## src/verilog/uart_ifc_pkg.sv

```systemverilog
// Constants, carrier structs and reset values for the UART interrupt/FIFO control.
package uart_ifc_pkg;

  // Register offsets on the internal register port.
  localparam logic [3:0] OFS_HOLD = 4'h0;
  localparam logic [3:0] OFS_IER = 4'h1;
  localparam logic [3:0] OFS_IIR_FCR = 4'h2;
  localparam logic [3:0] OFS_LCR = 4'h3;

  // Bank select values of the line control register.
  localparam int LCR_DIV_BIT = 7;
  localparam logic [7:0] LCR_ENH_KEY = 8'hBF;

  // Reset values.
  localparam logic [7:0] LCR_RST = 8'h1D;
  localparam logic [7:0] IER_RST = 8'h00;
  localparam logic [7:0] IIR_RST = 8'h01;
  localparam logic [7:0] EFR_RST = 8'h00;
  localparam logic [7:0] DIV_LOW_RST = 8'h01;
  localparam logic [7:0] DIV_HIGH_RST = 8'h00;

  // Field positions.
  localparam int IER_CTS_DSR = 7;
  localparam int IER_RTS_DTR = 6;
  localparam int IER_XOFF = 5;
  localparam int IER_SLEEP = 4;
  localparam int IER_MODEM = 3;
  localparam int IER_LINE = 2;
  localparam int IER_TXRDY = 1;
  localparam int IER_RXRDY = 0;
  localparam int EFR_ENH = 4;
  localparam int FCR_FIFO_EN = 0;
  localparam int FCR_RX_CLR = 1;
  localparam int FCR_TX_CLR = 2;
  localparam int FCR_TX_TRIG_LO = 4;
  localparam int FCR_RX_TRIG_LO = 6;

  // Six-bit interrupt identification codes: none pending, then highest priority first.
  localparam logic [5:0] IID_NONE = 6'h01;
  localparam logic [5:0] IID_LINE = 6'h06;
  localparam logic [5:0] IID_RX_TIMEOUT = 6'h0C;
  localparam logic [5:0] IID_RX_READY = 6'h04;
  localparam logic [5:0] IID_TX_READY = 6'h02;
  localparam logic [5:0] IID_MODEM = 6'h00;
  localparam logic [5:0] IID_GPIO = 6'h30;
  localparam logic [5:0] IID_XOFF = 6'h10;
  localparam logic [5:0] IID_FLOW = 6'h20;

  // Trigger levels, indexed by the two-bit field code.
  localparam logic [6:0] RX_TRIG_00 = 7'h08;
  localparam logic [6:0] RX_TRIG_01 = 7'h10;
  localparam logic [6:0] RX_TRIG_10 = 7'h38;
  localparam logic [6:0] RX_TRIG_11 = 7'h3C;
  localparam logic [6:0] TX_TRIG_00 = 7'h08;
  localparam logic [6:0] TX_TRIG_01 = 7'h10;
  localparam logic [6:0] TX_TRIG_10 = 7'h20;
  localparam logic [6:0] TX_TRIG_11 = 7'h38;
  localparam logic [6:0] TRIG_ONE = 7'h01;
  localparam logic [6:0] FIFO_DEPTH = 7'h40;

  // Raw event levels from the serial datapath.
  typedef struct packed {
    logic line_err;
    logic rx_timeout;
    logic modem_delta;
    logic cts_dsr_chg;
    logic rts_dtr_chg;
    logic xoff_char;
    logic gpio_chg;
  } int_src_s;

  // Enabled requests, one per priority slot.
  typedef struct packed {
    logic line;
    logic rx_timeout;
    logic rx_ready;
    logic tx_ready;
    logic modem;
    logic gpio;
    logic xoff;
    logic flow;
  } int_req_s;

endpackage

```

## src/verilog/int_prio_enc.sv

```systemverilog
// Priority encoder for the interrupt identification code.
module int_prio_enc (
  input wire uart_ifc_pkg::int_req_s req,
  input wire logic enh_en,
  output logic [5:0] code
);
  import uart_ifc_pkg::*;

  always_comb begin
    code = IID_NONE;
    if (req.line) begin
      code = IID_LINE;
    end else if (req.rx_timeout) begin
      code = IID_RX_TIMEOUT;
    end else if (req.rx_ready) begin
      code = IID_RX_READY;
    end else if (req.tx_ready) begin
      code = IID_TX_READY;
    end else if (req.modem) begin
      code = IID_MODEM;
    // Codes using bits 5:4 need enhanced enable.
    end else if (enh_en && req.gpio) begin
      code = IID_GPIO;
    end else if (enh_en && req.xoff) begin
      code = IID_XOFF;
    end else if (enh_en && req.flow) begin
      code = IID_FLOW;
    end
  end

endmodule

```

## src/verilog/uart_int_fifo_ctl.sv

```systemverilog
// Interrupt, FIFO trigger, sleep and divisor control of the UART bridge.
//
// Notes on behaviour
// - Divisor bytes set to 01/00 only by power-on reset.
// - Enable bit 7: CTS/DSR change interrupt.
// - Enable bit 6: RTS/DTR change interrupt.
// - Enable bit 5: Xoff/special character interrupt.
// - Sleep only when idle, quiet, empty, enabled.
// - Wake on modem toggle, RX low, TX load.
// - Sleep stops oscillator and UART clock.
// - Bits 3, 2 gate modem and line status.
// - Transmit ready: holding empty or spaces above trigger.
// - Upper enable bits writable only when enhanced.
// - Identification bit 0 high means none pending.
// - Line error, timeout, receive ready codes.
// - Transmit ready, modem, GPIO change codes.
// - Xoff/special and flow inactive codes.
// - Receive trigger 8, 16, 56, 60.
// - Transmit trigger 8, 16, 32, 56 spaces.
// - Transmit FIFO clear, self-clearing bit.
// - Receive FIFO clear, self-clearing bit.
// - FIFO disabled: one character, trigger one.
// - Transmit trigger writable only when enhanced.
// - Enhanced bit unlocks upper fields and sleep.
module uart_int_fifo_ctl #(
  parameter logic [6:0] FIFO_ENTRIES = uart_ifc_pkg::FIFO_DEPTH
) (
  input wire logic clk,
  input wire logic nrst,
  input wire logic soft_rst,
  input wire logic [3:0] reg_addr,
  input wire logic reg_wr,
  input wire logic reg_rd,
  input wire logic [7:0] reg_wdata,
  output logic [7:0] reg_rdata,
  input wire uart_ifc_pkg::int_src_s int_src,
  input wire logic [6:0] rx_count,
  input wire logic [6:0] tx_count,
  input wire logic modem_toggle,
  input wire logic rx_pin,
  output logic irq_pending,
  output logic [7:0] div_low,
  output logic [7:0] div_high,
  output logic fifo_en,
  output logic tx_fifo_clear,
  output logic rx_fifo_clear,
  output logic tx_load,
  output logic [7:0] tx_byte,
  output logic osc_stop
);
  import uart_ifc_pkg::*;

  typedef struct packed {
    logic [7:0] line_control_reg;
    logic [7:0] interrupt_enable;
    logic [7:0] enhanced_feature_reg;
    logic [7:0] div_low;
    logic [7:0] div_high;
    logic fifo_en;
    logic [1:0] rx_trig;
    logic [1:0] tx_trig;
    logic [7:0] interrupt_identification;
    logic [7:0] rdata;
    logic tx_clr;
    logic rx_clr;
    logic tx_load;
    logic [7:0] tx_byte;
    logic sleep;
  } ctl_s;

  localparam ctl_s CTL_RST = '{
    line_control_reg: LCR_RST,
    interrupt_enable: IER_RST,
    enhanced_feature_reg: EFR_RST,
    div_low: DIV_LOW_RST,
    div_high: DIV_HIGH_RST,
    fifo_en: 1'b0,
    rx_trig: 2'h0,
    tx_trig: 2'h0,
    interrupt_identification: IIR_RST,
    rdata: 8'h00,
    tx_clr: 1'b0,
    rx_clr: 1'b0,
    tx_load: 1'b0,
    tx_byte: 8'h00,
    sleep: 1'b0
  };

  ctl_s st_r;
  ctl_s st_nxt;
  int_req_s req;
  logic [5:0] iid;
  logic enh;
  logic div_bank;
  logic enh_bank;
  logic [6:0] rx_level;
  logic [6:0] tx_level;
  logic [6:0] tx_free;
  logic rx_ready_lvl;
  logic tx_ready_lvl;
  logic hold_wr;
  logic sleep_ok;
  logic wake;

  assign enh = st_r.enhanced_feature_reg[EFR_ENH];
  assign div_bank = st_r.line_control_reg[LCR_DIV_BIT];
  assign enh_bank = (st_r.line_control_reg == LCR_ENH_KEY);
  assign tx_free = FIFO_ENTRIES - tx_count;

  // Trigger thresholds follow the stored codes only while FIFOs run.
  always_comb begin
    rx_level = TRIG_ONE;
    tx_level = TRIG_ONE;
    // FIFO off means trigger of one.
    if (st_r.fifo_en) begin
      unique case (st_r.rx_trig)
        2'h0: rx_level = RX_TRIG_00;
        2'h1: rx_level = RX_TRIG_01;
        2'h2: rx_level = RX_TRIG_10;
        2'h3: rx_level = RX_TRIG_11;
      endcase
      unique case (st_r.tx_trig)
        2'h0: tx_level = TX_TRIG_00;
        2'h1: tx_level = TX_TRIG_01;
        2'h2: tx_level = TX_TRIG_10;
        2'h3: tx_level = TX_TRIG_11;
      endcase
    end
  end

  assign rx_ready_lvl = (rx_count >= rx_level);
  // Holding empty, or free spaces above trigger.
  assign tx_ready_lvl = st_r.fifo_en ? (tx_free > tx_level)
                                     : (tx_count == 7'h00);

  always_comb begin
    // Line status and modem gated by bits 2, 3.
    req.line = st_r.interrupt_enable[IER_LINE] && int_src.line_err;
    req.modem = st_r.interrupt_enable[IER_MODEM] && int_src.modem_delta;
    // The receive timeout shares the receive data enable.
    req.rx_timeout = st_r.interrupt_enable[IER_RXRDY] && int_src.rx_timeout;
    req.rx_ready = st_r.interrupt_enable[IER_RXRDY] && rx_ready_lvl;
    req.tx_ready = st_r.interrupt_enable[IER_TXRDY] && tx_ready_lvl;
    req.gpio = int_src.gpio_chg;
    req.xoff = st_r.interrupt_enable[IER_XOFF] && int_src.xoff_char;
    req.flow = (st_r.interrupt_enable[IER_CTS_DSR] && int_src.cts_dsr_chg) ||
               (st_r.interrupt_enable[IER_RTS_DTR] && int_src.rts_dtr_chg);
  end

  // Lower priorities in the same encoder.
  int_prio_enc u_prio (
    .req(req),
    .enh_en(enh),
    .code(iid)
  );

  assign hold_wr = reg_wr && (reg_addr == OFS_HOLD) && !div_bank;

  // All four sleep conditions plus enables.
  assign sleep_ok = st_r.interrupt_enable[IER_SLEEP] && enh && st_r.interrupt_identification[0] &&
                    !modem_toggle && rx_pin &&
                    (rx_count == 7'h00) && (tx_count == 7'h00) &&
                    !hold_wr;
  assign wake = modem_toggle || !rx_pin || hold_wr;

  always_comb begin
    st_nxt = st_r;
    st_nxt.tx_clr = 1'b0;
    st_nxt.rx_clr = 1'b0;
    st_nxt.tx_load = 1'b0;
    // Bit 0 high when nothing pending.
    st_nxt.interrupt_identification = {st_r.fifo_en, st_r.fifo_en, iid[5:0]};

    if (reg_wr) begin
      unique case (reg_addr)
        OFS_HOLD: begin
          if (div_bank) begin
            st_nxt.div_low = reg_wdata;
          end else begin
            st_nxt.tx_load = 1'b1;
            st_nxt.tx_byte = reg_wdata;
          end
        end
        OFS_IER: begin
          if (div_bank) begin
            st_nxt.div_high = reg_wdata;
          end else begin
            st_nxt.interrupt_enable[3:0] = reg_wdata[3:0];
            if (enh) begin
              st_nxt.interrupt_enable[7:4] = reg_wdata[7:4];
            end
          end
        end
        OFS_IIR_FCR: begin
          if (enh_bank) begin
            st_nxt.enhanced_feature_reg = reg_wdata;
          end else begin
            st_nxt.fifo_en = reg_wdata[FCR_FIFO_EN];
            // Other fields locked with FIFO off.
            if (reg_wdata[FCR_FIFO_EN]) begin
              st_nxt.rx_trig = reg_wdata[FCR_RX_TRIG_LO +: 2];
              if (enh) begin
                st_nxt.tx_trig = reg_wdata[FCR_TX_TRIG_LO +: 2];
              end
              st_nxt.tx_clr = reg_wdata[FCR_TX_CLR];
              st_nxt.rx_clr = reg_wdata[FCR_RX_CLR];
            end
          end
        end
        OFS_LCR: begin
          st_nxt.line_control_reg = reg_wdata;
        end
        default: begin
          st_nxt.line_control_reg = st_r.line_control_reg;
        end
      endcase
    end

    if (reg_rd) begin
      unique case (reg_addr)
        OFS_IER: begin
          st_nxt.rdata = div_bank ? st_r.div_high : st_r.interrupt_enable;
        end
        OFS_IIR_FCR: begin
          st_nxt.rdata = enh_bank ? st_r.enhanced_feature_reg : st_r.interrupt_identification;
        end
        OFS_LCR: begin
          st_nxt.rdata = st_r.line_control_reg;
        end
        // Write-only locations and unmapped offsets read as zero.
        default: begin
          st_nxt.rdata = 8'h00;
        end
      endcase
    end

    // Sleep flag drives the oscillator stop.
    if (st_r.sleep) begin
      if (wake || !enh) begin
        st_nxt.sleep = 1'b0;
      end
    end else if (sleep_ok) begin
      st_nxt.sleep = 1'b1;
    end

    // A software reset restores everything except the divisor.
    if (soft_rst) begin
      st_nxt = CTL_RST;
      st_nxt.div_low = st_r.div_low;
      st_nxt.div_high = st_r.div_high;
    end
  end

  always_ff @(posedge clk or negedge nrst) begin
    if (!nrst) begin
      st_r <= CTL_RST;
    end else begin
      st_r <= st_nxt;
    end
  end

  assign reg_rdata = st_r.rdata;
  assign irq_pending = !st_r.interrupt_identification[0];
  assign div_low = st_r.div_low;
  assign div_high = st_r.div_high;
  assign fifo_en = st_r.fifo_en;
  assign tx_fifo_clear = st_r.tx_clr;
  assign rx_fifo_clear = st_r.rx_clr;
  assign tx_load = st_r.tx_load;
  assign tx_byte = st_r.tx_byte;
  // The wake inputs are sampled on clk, so the clock source must keep
  // clk alive long enough for one wake sample after osc_stop rises.
  assign osc_stop = st_r.sleep;

endmodule
```

## config.mk

```make
export PLATFORM = sky130hd
export DESIGN_NAME = uart_int_fifo_ctl
export DESIGN_NICKNAME = d
export VERILOG_FILES = /design/src/verilog/uart_ifc_pkg.sv /design/src/verilog/int_prio_enc.sv /design/src/verilog/uart_int_fifo_ctl.sv
export SDC_FILE = /design/constraint.sdc
export NUM_CORES = 1
export LEC_CHECK = 0
export ABC_AREA = 1
export BUFFER_PORTS_ARGS = -buffer_cell sky130_fd_sc_hd__buf_4
export CAP_MARGIN = 20
export CORE_ASPECT_RATIO = 0.7
export CORE_UTILIZATION = 60
export CTS_CLUSTER_SIZE = 20
export DETAILED_ROUTE_END_ITERATION = 16
export GPL_TIMING_DRIVEN = 0
export PLACE_DENSITY = 0.89
export SLEW_MARGIN = 5
export SYNTH_ARGS = -nofsm -noshare
export SYNTH_HDL_FRONTEND = slang
export SYNTH_HIERARCHICAL = 1
export SYNTH_SLANG_ARGS = --single-unit
export TNS_END_PERCENT = 50
```

## constraint.sdc

```tcl
create_clock -name clk -period 4.3 [get_ports clk]
set_clock_uncertainty 0.2 [all_clocks]
set_input_delay 0.43 -clock clk [delete_from_list [all_inputs] [get_ports clk]]
set_output_delay 0.43 -clock clk [all_outputs]
set_load 0.05 [all_outputs]
```

==> results of run 1 <==
==> worst paths after layout <==
| kind | start | to | slack, ns |
|---|---|---|---|
| hold reg to reg | reg_rdata[5]$_DFFE_PN0P_ | reg_rdata[5]$_DFFE_PN0P_ | 0.29 |
| setup reg to reg | st_r[29]$_DFFE_PN0P_ | st_r[20]$_DFF_PN1_ | 1.58 |
| setup / recovery | st_r[29]$_DFFE_PN0P_ | st_r[20]$_DFF_PN1_ | 1.58 |
| max in group asynchronous | nrst | tx_fifo_clear$_DFF_PN0_ | 3.31 |
| hold / removal | nrst | st_r[26]$_DFF_PN0_ | -0.03 |
| min in group clk | reg_wdata[6] | div_low[6]$_DFFE_PN0P_ | 0.08 |
==> logic make-up (layout without fill, tap and decap cells) <==
logic type	count (synthesis)	in the layout	share of synthesized area, %
and+or+nand+nor	270	270	28.90
buffers and inverters	119	212	14.11
DFF	72	72	42.59
AOI/OAI and AO/OA	68	68	9.543
adders and majority gates	13	13	3.829
xor gates and xnor gates	5	5	1.031
==> worst register-to-register path, stage by stage, from the launching register on <==
cell and delay (ns):
dfrtp_1 0.40, inv_1 0.08, ha_1 0.27, or2_2 0.30, ha_1 0.32, nand4_1 0.12, nand2_1 0.06, nand2_1 0.08
nand2_1 0.07, a21oi_1 0.23, nor2_1 0.11, nand3_2 0.11, nor2_1 0.05, or2_2 0.26
==> cells in the final DEF (no fill, tap or decap), drive strengths merged, types with 2 or more instances in the layout <==
cell and n:
nand3 25, inv 79, buf 116, nand2 155, dfrtp 66, nand4 13
nor3 7, xor2 3, xnor2 2, clkbuf 13, dfstp 6, o21a 2
a21oi 7, nor2 64, o21ai 56, or2 2, bufinv 2, ha 13
==> layout make-up <==
cell class                 instances  share of cell area [%]
clock buffer                      12                   2.998
inverter                          79                   5.730
timing repair buffer              77                   11.17
sequential                        72                   34.96
clock inverter                     4                   1.475
tap                               94                   2.273
buffer                            40                   5.851
multi-input combinational        356                   35.54
==> cell usage after synthesis <==
library cell / number
o21ai_2: 11
nand2_1: 148
nand4_1: 12
o21ai_4: 1
inv_1: 76
nor3_2: 1
nand4_4: 1
nand2_2: 4
nor3b_1: 1
nand3b_1: 1
nor2_4: 3
or2_2: 2
buf_2: 2
nor4_1: 1
nand2_4: 3
nor3_4: 1
o21ai_0: 36
a31oi_1: 1
nand3_1: 22
and2b_1: 1
clkbuf_1: 1
inv_2: 3
buf_4: 34
nor2_8: 1
xnor2_1: 2
xor2_1: 3
a21oi_1: 7
dfstp_2: 6
ha_1: 13
nor3_1: 5
o21ai_1: 8
a22o_1: 1
o21a_1: 2
buf_6: 3
nor2_2: 2
dfrtp_1: 66
nand3_2: 3
o211ai_1: 1
nor2_1: 58
==> power groups by stage <==
| stage | logic (W) | registers (W) | clock network, W |
|---|---|---|---|
| detailed placement | 0.000217 | 0.000731 | 0 |
| finish | 0.000221 | 0.000719 | 0.000628 |
| floorplan | 0.000126 | 0.000728 | 0 |
| CTS | 0.000218 | 0.000718 | 0.000631 |
| global placement | 0.000205 | 0.000730 | 0 |
| global route | 0.000242 | 0.000721 | 0.000653 |
==> flip-flops by register name (all words and copies together), names as in the netlist <==
name	count
div_bank	1
div_high	8
div_low	8
enh	1
fifo_en	1
osc_stop	1
reg_rdata	8
rx_fifo_clear	1
st_r	33
tx_byte	8
tx_fifo_clear	1
tx_load	1
==> metrics by stage <==
step / util (%) / instances / setup WS, ns
6_report: 76.24 / 734 / 1.580
5_1_grt: 76.24 / 734 / 1.437
4_1_cts: 76.24 / 734 / 1.594
3_5_place_dp: 72.83 / 718 / 1.474
3_3_place_gp: 72.83 / 718 / 1.575
2_1_floorplan: - / 547 / 1.733
==> metal layers <==
layer | vias up | share of wire (%) | GRT usage (%)
li1 | 1861 | - | -
met1 | 1849 | 41 | 43.50
met2 | 208 | 47 | 53.33
met3 | 39 | 9.5 | 8.382
met4 | 0 | 2.8 | 12.06
met5 | - | 0 | 0
==> metrics.csv, run 1 <==
metric,value,unit
yosysTopAreaCell,dfrtp_1,
first_global_vias,3849,
ys_warn_count,6,
max_slew_margin,39.55,%
tritoncts,yes,
start_util,62.58,%
peakVddDrop,205.6,uV
drt-initial-drc-count,476,
fin_crit_sh,63.25,%
syn2layout_area_growth,21.83,%
slew_viol_final,0,
cp-start-kind,register,
multi_input_area,1839,um2
maxCapViolations,0,
post-route-cell-area,5175,um2
wl_per_cell,15.40,um
grt_overflow,0,
synth.top_cells.by_area,"dfrtp_1, nand2_1, inv_1, buf_4, nor2_1",
grt_usage,33.12,%
path_class,register to register,
antenna_found_initial,0,
grt_max_degree,73,
firstDrtPassIters,5,
cp-end-kind,register,
p_leak,2.792,nW
synth_cells,547,
fill_cells,508,
violations,hold timing,
gp_congestion,0.9290,
drive_above_1_share,27.03,%
placedInstanceArea,4943,um2
outcome,"complete, but fails checks",
die_w,102.6,um
rows,25,
whs,-0.03286,ns
switching_share,27.34,%
port_buffers,77,
crit_fanout,4,
root_buffer,clkbuf_8,
hold_buffers,0,
pwr-share-clk,40.1,%
cts.sinks,72,
nets,688,
path_clk_slew,0.08,ns
cts_buffers,9,
intPower,0.001139,W
max_freq,367.7,MHz
syn-cell-area,4248,um2
crit_required,4.40,ns
wl,11.30,mm
core_area,6788,um2
antenna_left,0,
reg2reg_depth,13,
vias,3957,
yosysUniqueCellTypes,39,
cp.depth,13,
ys_ff_latch,72,
cp_slowest_cell,dfrtp_1,
avgSynthCellArea,7.766,um2
grt_pass1_wl,18.40,mm
postCtsSetupRepairBufs,0,
yosysSeqAreaShare,42.59,%
viasPerCell,5.391,
die_h,72.40,um
grt_setup_unrepaired,false,
n_antenna_cell,0,
pwr-share-comb,14.1,%
clk_latency,0.37,ns
setup_violations,0,
synth_top_area_share,38.88,%
fin_setup_tns,0,ns
htreeDepth,3,
hpwlAfterDp,8.389,mm
cp_num_buf_inv,1,
die-area,7425,um2
seq_area,1809,um2
switchingPower,0.0004288,W
critical-path-max-stage-delay,0.40,ns
arrival,2.82,ns
hold_violations,14,
worstPathCellList,inv_1 -> ha_1 -> or2_2 -> ha_1 -> nand4_1 -> nand2_1 -> nand2_1 -> nand2_1 -> a21oi_1 -> nor2_1 -> nand3_2 -> nor2_1 -> or2_2,
power,0.001568,W
cpMostUsedCell,nand2_1,
min_period,2.720,ns
power_density,303.0,nW/um2
seqPwrFrac,45.9,%
synthesis.nets,600,
hold_class,input port to async pin,
critPathTopFamily,simple AND/OR/NAND/NOR gates,
worstMarginPinSlew,0.9068,ns
ios,78,
remaining_drc_errors,0,
cts_buffer_depth,2,
cts_resized,0,
Note: power is estimated with default switching activity, not from simulation.
==> run 2: changes to the inputs <==
--- a/config.mk
+++ b/config.mk
@@ -9,11 +9,11 @@
 export BUFFER_PORTS_ARGS = -buffer_cell sky130_fd_sc_hd__buf_4
 export CAP_MARGIN = 20
 export CORE_ASPECT_RATIO = 0.7
-export CORE_UTILIZATION = 60
+export CORE_UTILIZATION = 56
 export CTS_CLUSTER_SIZE = 20
 export DETAILED_ROUTE_END_ITERATION = 16
 export GPL_TIMING_DRIVEN = 0
-export PLACE_DENSITY = 0.89
+export PLACE_DENSITY = 0.84
 export SLEW_MARGIN = 5
 export SYNTH_ARGS = -nofsm -noshare
 export SYNTH_HDL_FRONTEND = slang
==> constraint.sdc (replaced) <==
create_clock -name clk -period 2.8 [get_ports clk]
set_clock_uncertainty 0.2 [all_clocks]
set_input_delay 0.28 -clock clk [delete_from_list [all_inputs] [get_ports clk]]
set_output_delay 0.28 -clock clk [all_outputs]
set_load 0.05 [all_outputs]
==> metrics.csv, run 2 (same netlist as run 1, synthesis figures left out) <==
metric,value,unit,change
arrival,2.74,ns,-0.08 ns
hold_depth,4,,
die_h,74.87,um,+3.4%
grt_pass1_wl,17.53,mm,-4.8%
crit_fanout,4,,unchanged
mostFrequentLayoutCells,"nand2_1, buf_4, inv_1, dfrtp_1, nor2_1",,
fin_setup_tns,0,ns,unchanged
final_common_cell,nand2_1,,
worstPathCellList,inv_1 -> ha_1 -> or2_2 -> ha_1 -> nand4_1 -> nand2_1 -> nand2_1 -> nand2_1 -> a21oi_2 -> nor2_1 -> nand3_2 -> nor2_1 -> or2_2,,
rrSetupSlack,0.14,ns,-1.44 ns
pre_cts_ws,0.06403,ns,-1.410 ns
viasPerCell,5.190,,-3.7%
vias,3882,,-1.9%
gp_congestion,0.9556,,+2.9%
p_leak,2.804,nW,+0.43%
largest_reg_flops,33,,unchanged
regMostFlops,st_r,,
cp-end-kind,register,,
wl,10.69,mm,-5.4%
max_freq,376.3,MHz,+2.3%
fin_crit_sh,94.91,%,+32 points
core_area,7320,um2,+7.8%
remaining_drc_errors,0,,unchanged
drive_above_1_share,26.46,%,-0.57 points
cts.sinks,72,,unchanged
first_global_vias,3706,,-3.7%
htreeDepth,3,,unchanged
cp_slowest_cell,dfrtp_1,,
power,0.002168,W,+38%
postCtsSetupRepairBufs,0,,unchanged
critPathTopFamily,simple AND/OR/NAND/NOR gates,,
nets,698,,+1.5%
die_w,106.1,um,+3.4%
port_buffers,77,,unchanged
r2r-start,st_r[29]$_DFFE_PN0P_,,
root_buffer,clkbuf_8,,
cts_buffers,9,,unchanged
critical-path-max-stage-delay,0.39,ns,about the same
path_clk_slew,0.07,ns,about the same
slew_viol_final,0,,unchanged
die-area,7943,um2,+7.0%
tritoncts,yes,,
syn2layout_area_growth,22.86,%,
path_class,register to register,,
grt_usage,29.32,%,-3.8 points
fin_ws,0.1426,ns,-1.438 ns
maxCapViolations,0,,unchanged
r2r-end,st_r[20]$_DFF_PN1_,,
peakVddDrop,420.3,uV,+100%
hold_class,input port to register,,
outcome,completed,,
min-delay-start,rx_count[4],,
max_slew_margin,40.16,%,+0.62 points
grt_overflow,0,,unchanged
firstDrtPassIters,5,,unchanged
grt_max_degree,73,,unchanged
n_antenna_cell,0,,unchanged
cp-start-kind,register,,
reg2reg_depth,13,,unchanged
min_period,2.657,ns,-0.06239 ns
grt_setup_unrepaired,false,,
rows,26,,+4.0%
power_density,415.5,nW/um2,+37%
antenna_left,0,,unchanged
start_util,58.03,%,-4.5 points
crit_required,2.88,ns,-1.52 ns
drt-initial-drc-count,299,,-37%
setup_violations,0,,unchanged
holdPathEnd,osc_stop$_DFF_PN0_,,
hpwlAfterDp,8.142,mm,-2.9%
ios,78,,unchanged
clk_latency,0.35,ns,-0.02 ns
hold_violations,0,,-14
cpMostUsedCell,nand2_1,,
cp_num_buf_inv,1,,unchanged
antenna_found_initial,0,,unchanged
cts_buffer_depth,2,,unchanged
worstMarginPinSlew,0.8975,ns,-0.009283 ns
wl_per_cell,14.30,um,-7.1%
==> run 2: cell count changes in the layout (fill, tap and decap cells not counted), sizes merged <==
cell and delta:
dlygate4sd3 +10, bufinv -2, clkbuf +1, clkinv +1
==> run 2: timing repair <==
action	4_1_cts	5_1_grt
hold endpoints to repair	75	0
setup endpoints to repair	0	1
resized for setup	0	1
hold buffers	10	0
==> run 2: final cells by class <==
type,instances,area [um2]
Fill cell,588,2101
Multi-Input combinational cell,356,1843
Sequential cell,72,1809
Timing Repair Buffer,87,678.2
Buffer,40,302.8
Inverter,79,296.5
Clock buffer,13,148.9
Tap cell,98,122.6
Clock inverter,3,17.52
==> run 2: worst min-delay path, delay by kind of cell <==
family / cells / cell delay, ns
buffers and inverters: 1 / 0.09
AND/OR/NAND/NOR: 2 / 0.12
AO/OA/AOI/OAI: 1 / 0.06
==> run 2: metrics by stage <==
step	cells	utilization, %	hold slack (ns)	area [um2]
2_1_floorplan	547	-	-0.2156	4248
3_3_place_gp	722	67.61	0.2521	4949
3_5_place_dp	722	67.61	0.2577	4949
4_1_cts	748	71.25	0.02557	5215
5_1_grt	748	71.30	0.03207	5219
6_report	748	71.30	0.03514	5219
==> run 2: worst max-delay path by stage <==
stage                    startpoint                 end  cells past startpoint
6_report       st_r[29]$_DFFE_PN0P_  st_r[20]$_DFF_PN1_                     13
5_1_grt        st_r[29]$_DFFE_PN0P_  st_r[20]$_DFF_PN1_                     13
4_1_cts        st_r[29]$_DFFE_PN0P_  st_r[20]$_DFF_PN1_                     13
3_5_place_dp            tx_count[2]  st_r[20]$_DFF_PN1_                     15
3_3_place_gp            tx_count[2]  st_r[20]$_DFF_PN1_                     15
2_1_floorplan   fifo_en$_DFFE_PN0P_  st_r[20]$_DFF_PN1_                     12
==> run 2: routing by layer <==
layer | vias up | wire, um | global-route usage, %
met3 | 21 | 705 | 6.753
met4 | 0 | 161 | 8.025
met5 | - | 0 | 0
li1 | 1878 | - | -
met2 | 159 | 4873 | 48.66
met1 | 1824 | 4954 | 39.45
==> run 2: where the power goes <==
group | internal [W] | leakage [nW] | switching [W]
Combinational | 0.000131 | 1.78 | 0.000213
Sequential | 0.00108 | 0.940 | 0.0000288
Clock | 0.000344 | 0.0834 | 0.000377
Total | 0.00155 | 2.80 | 0.000618
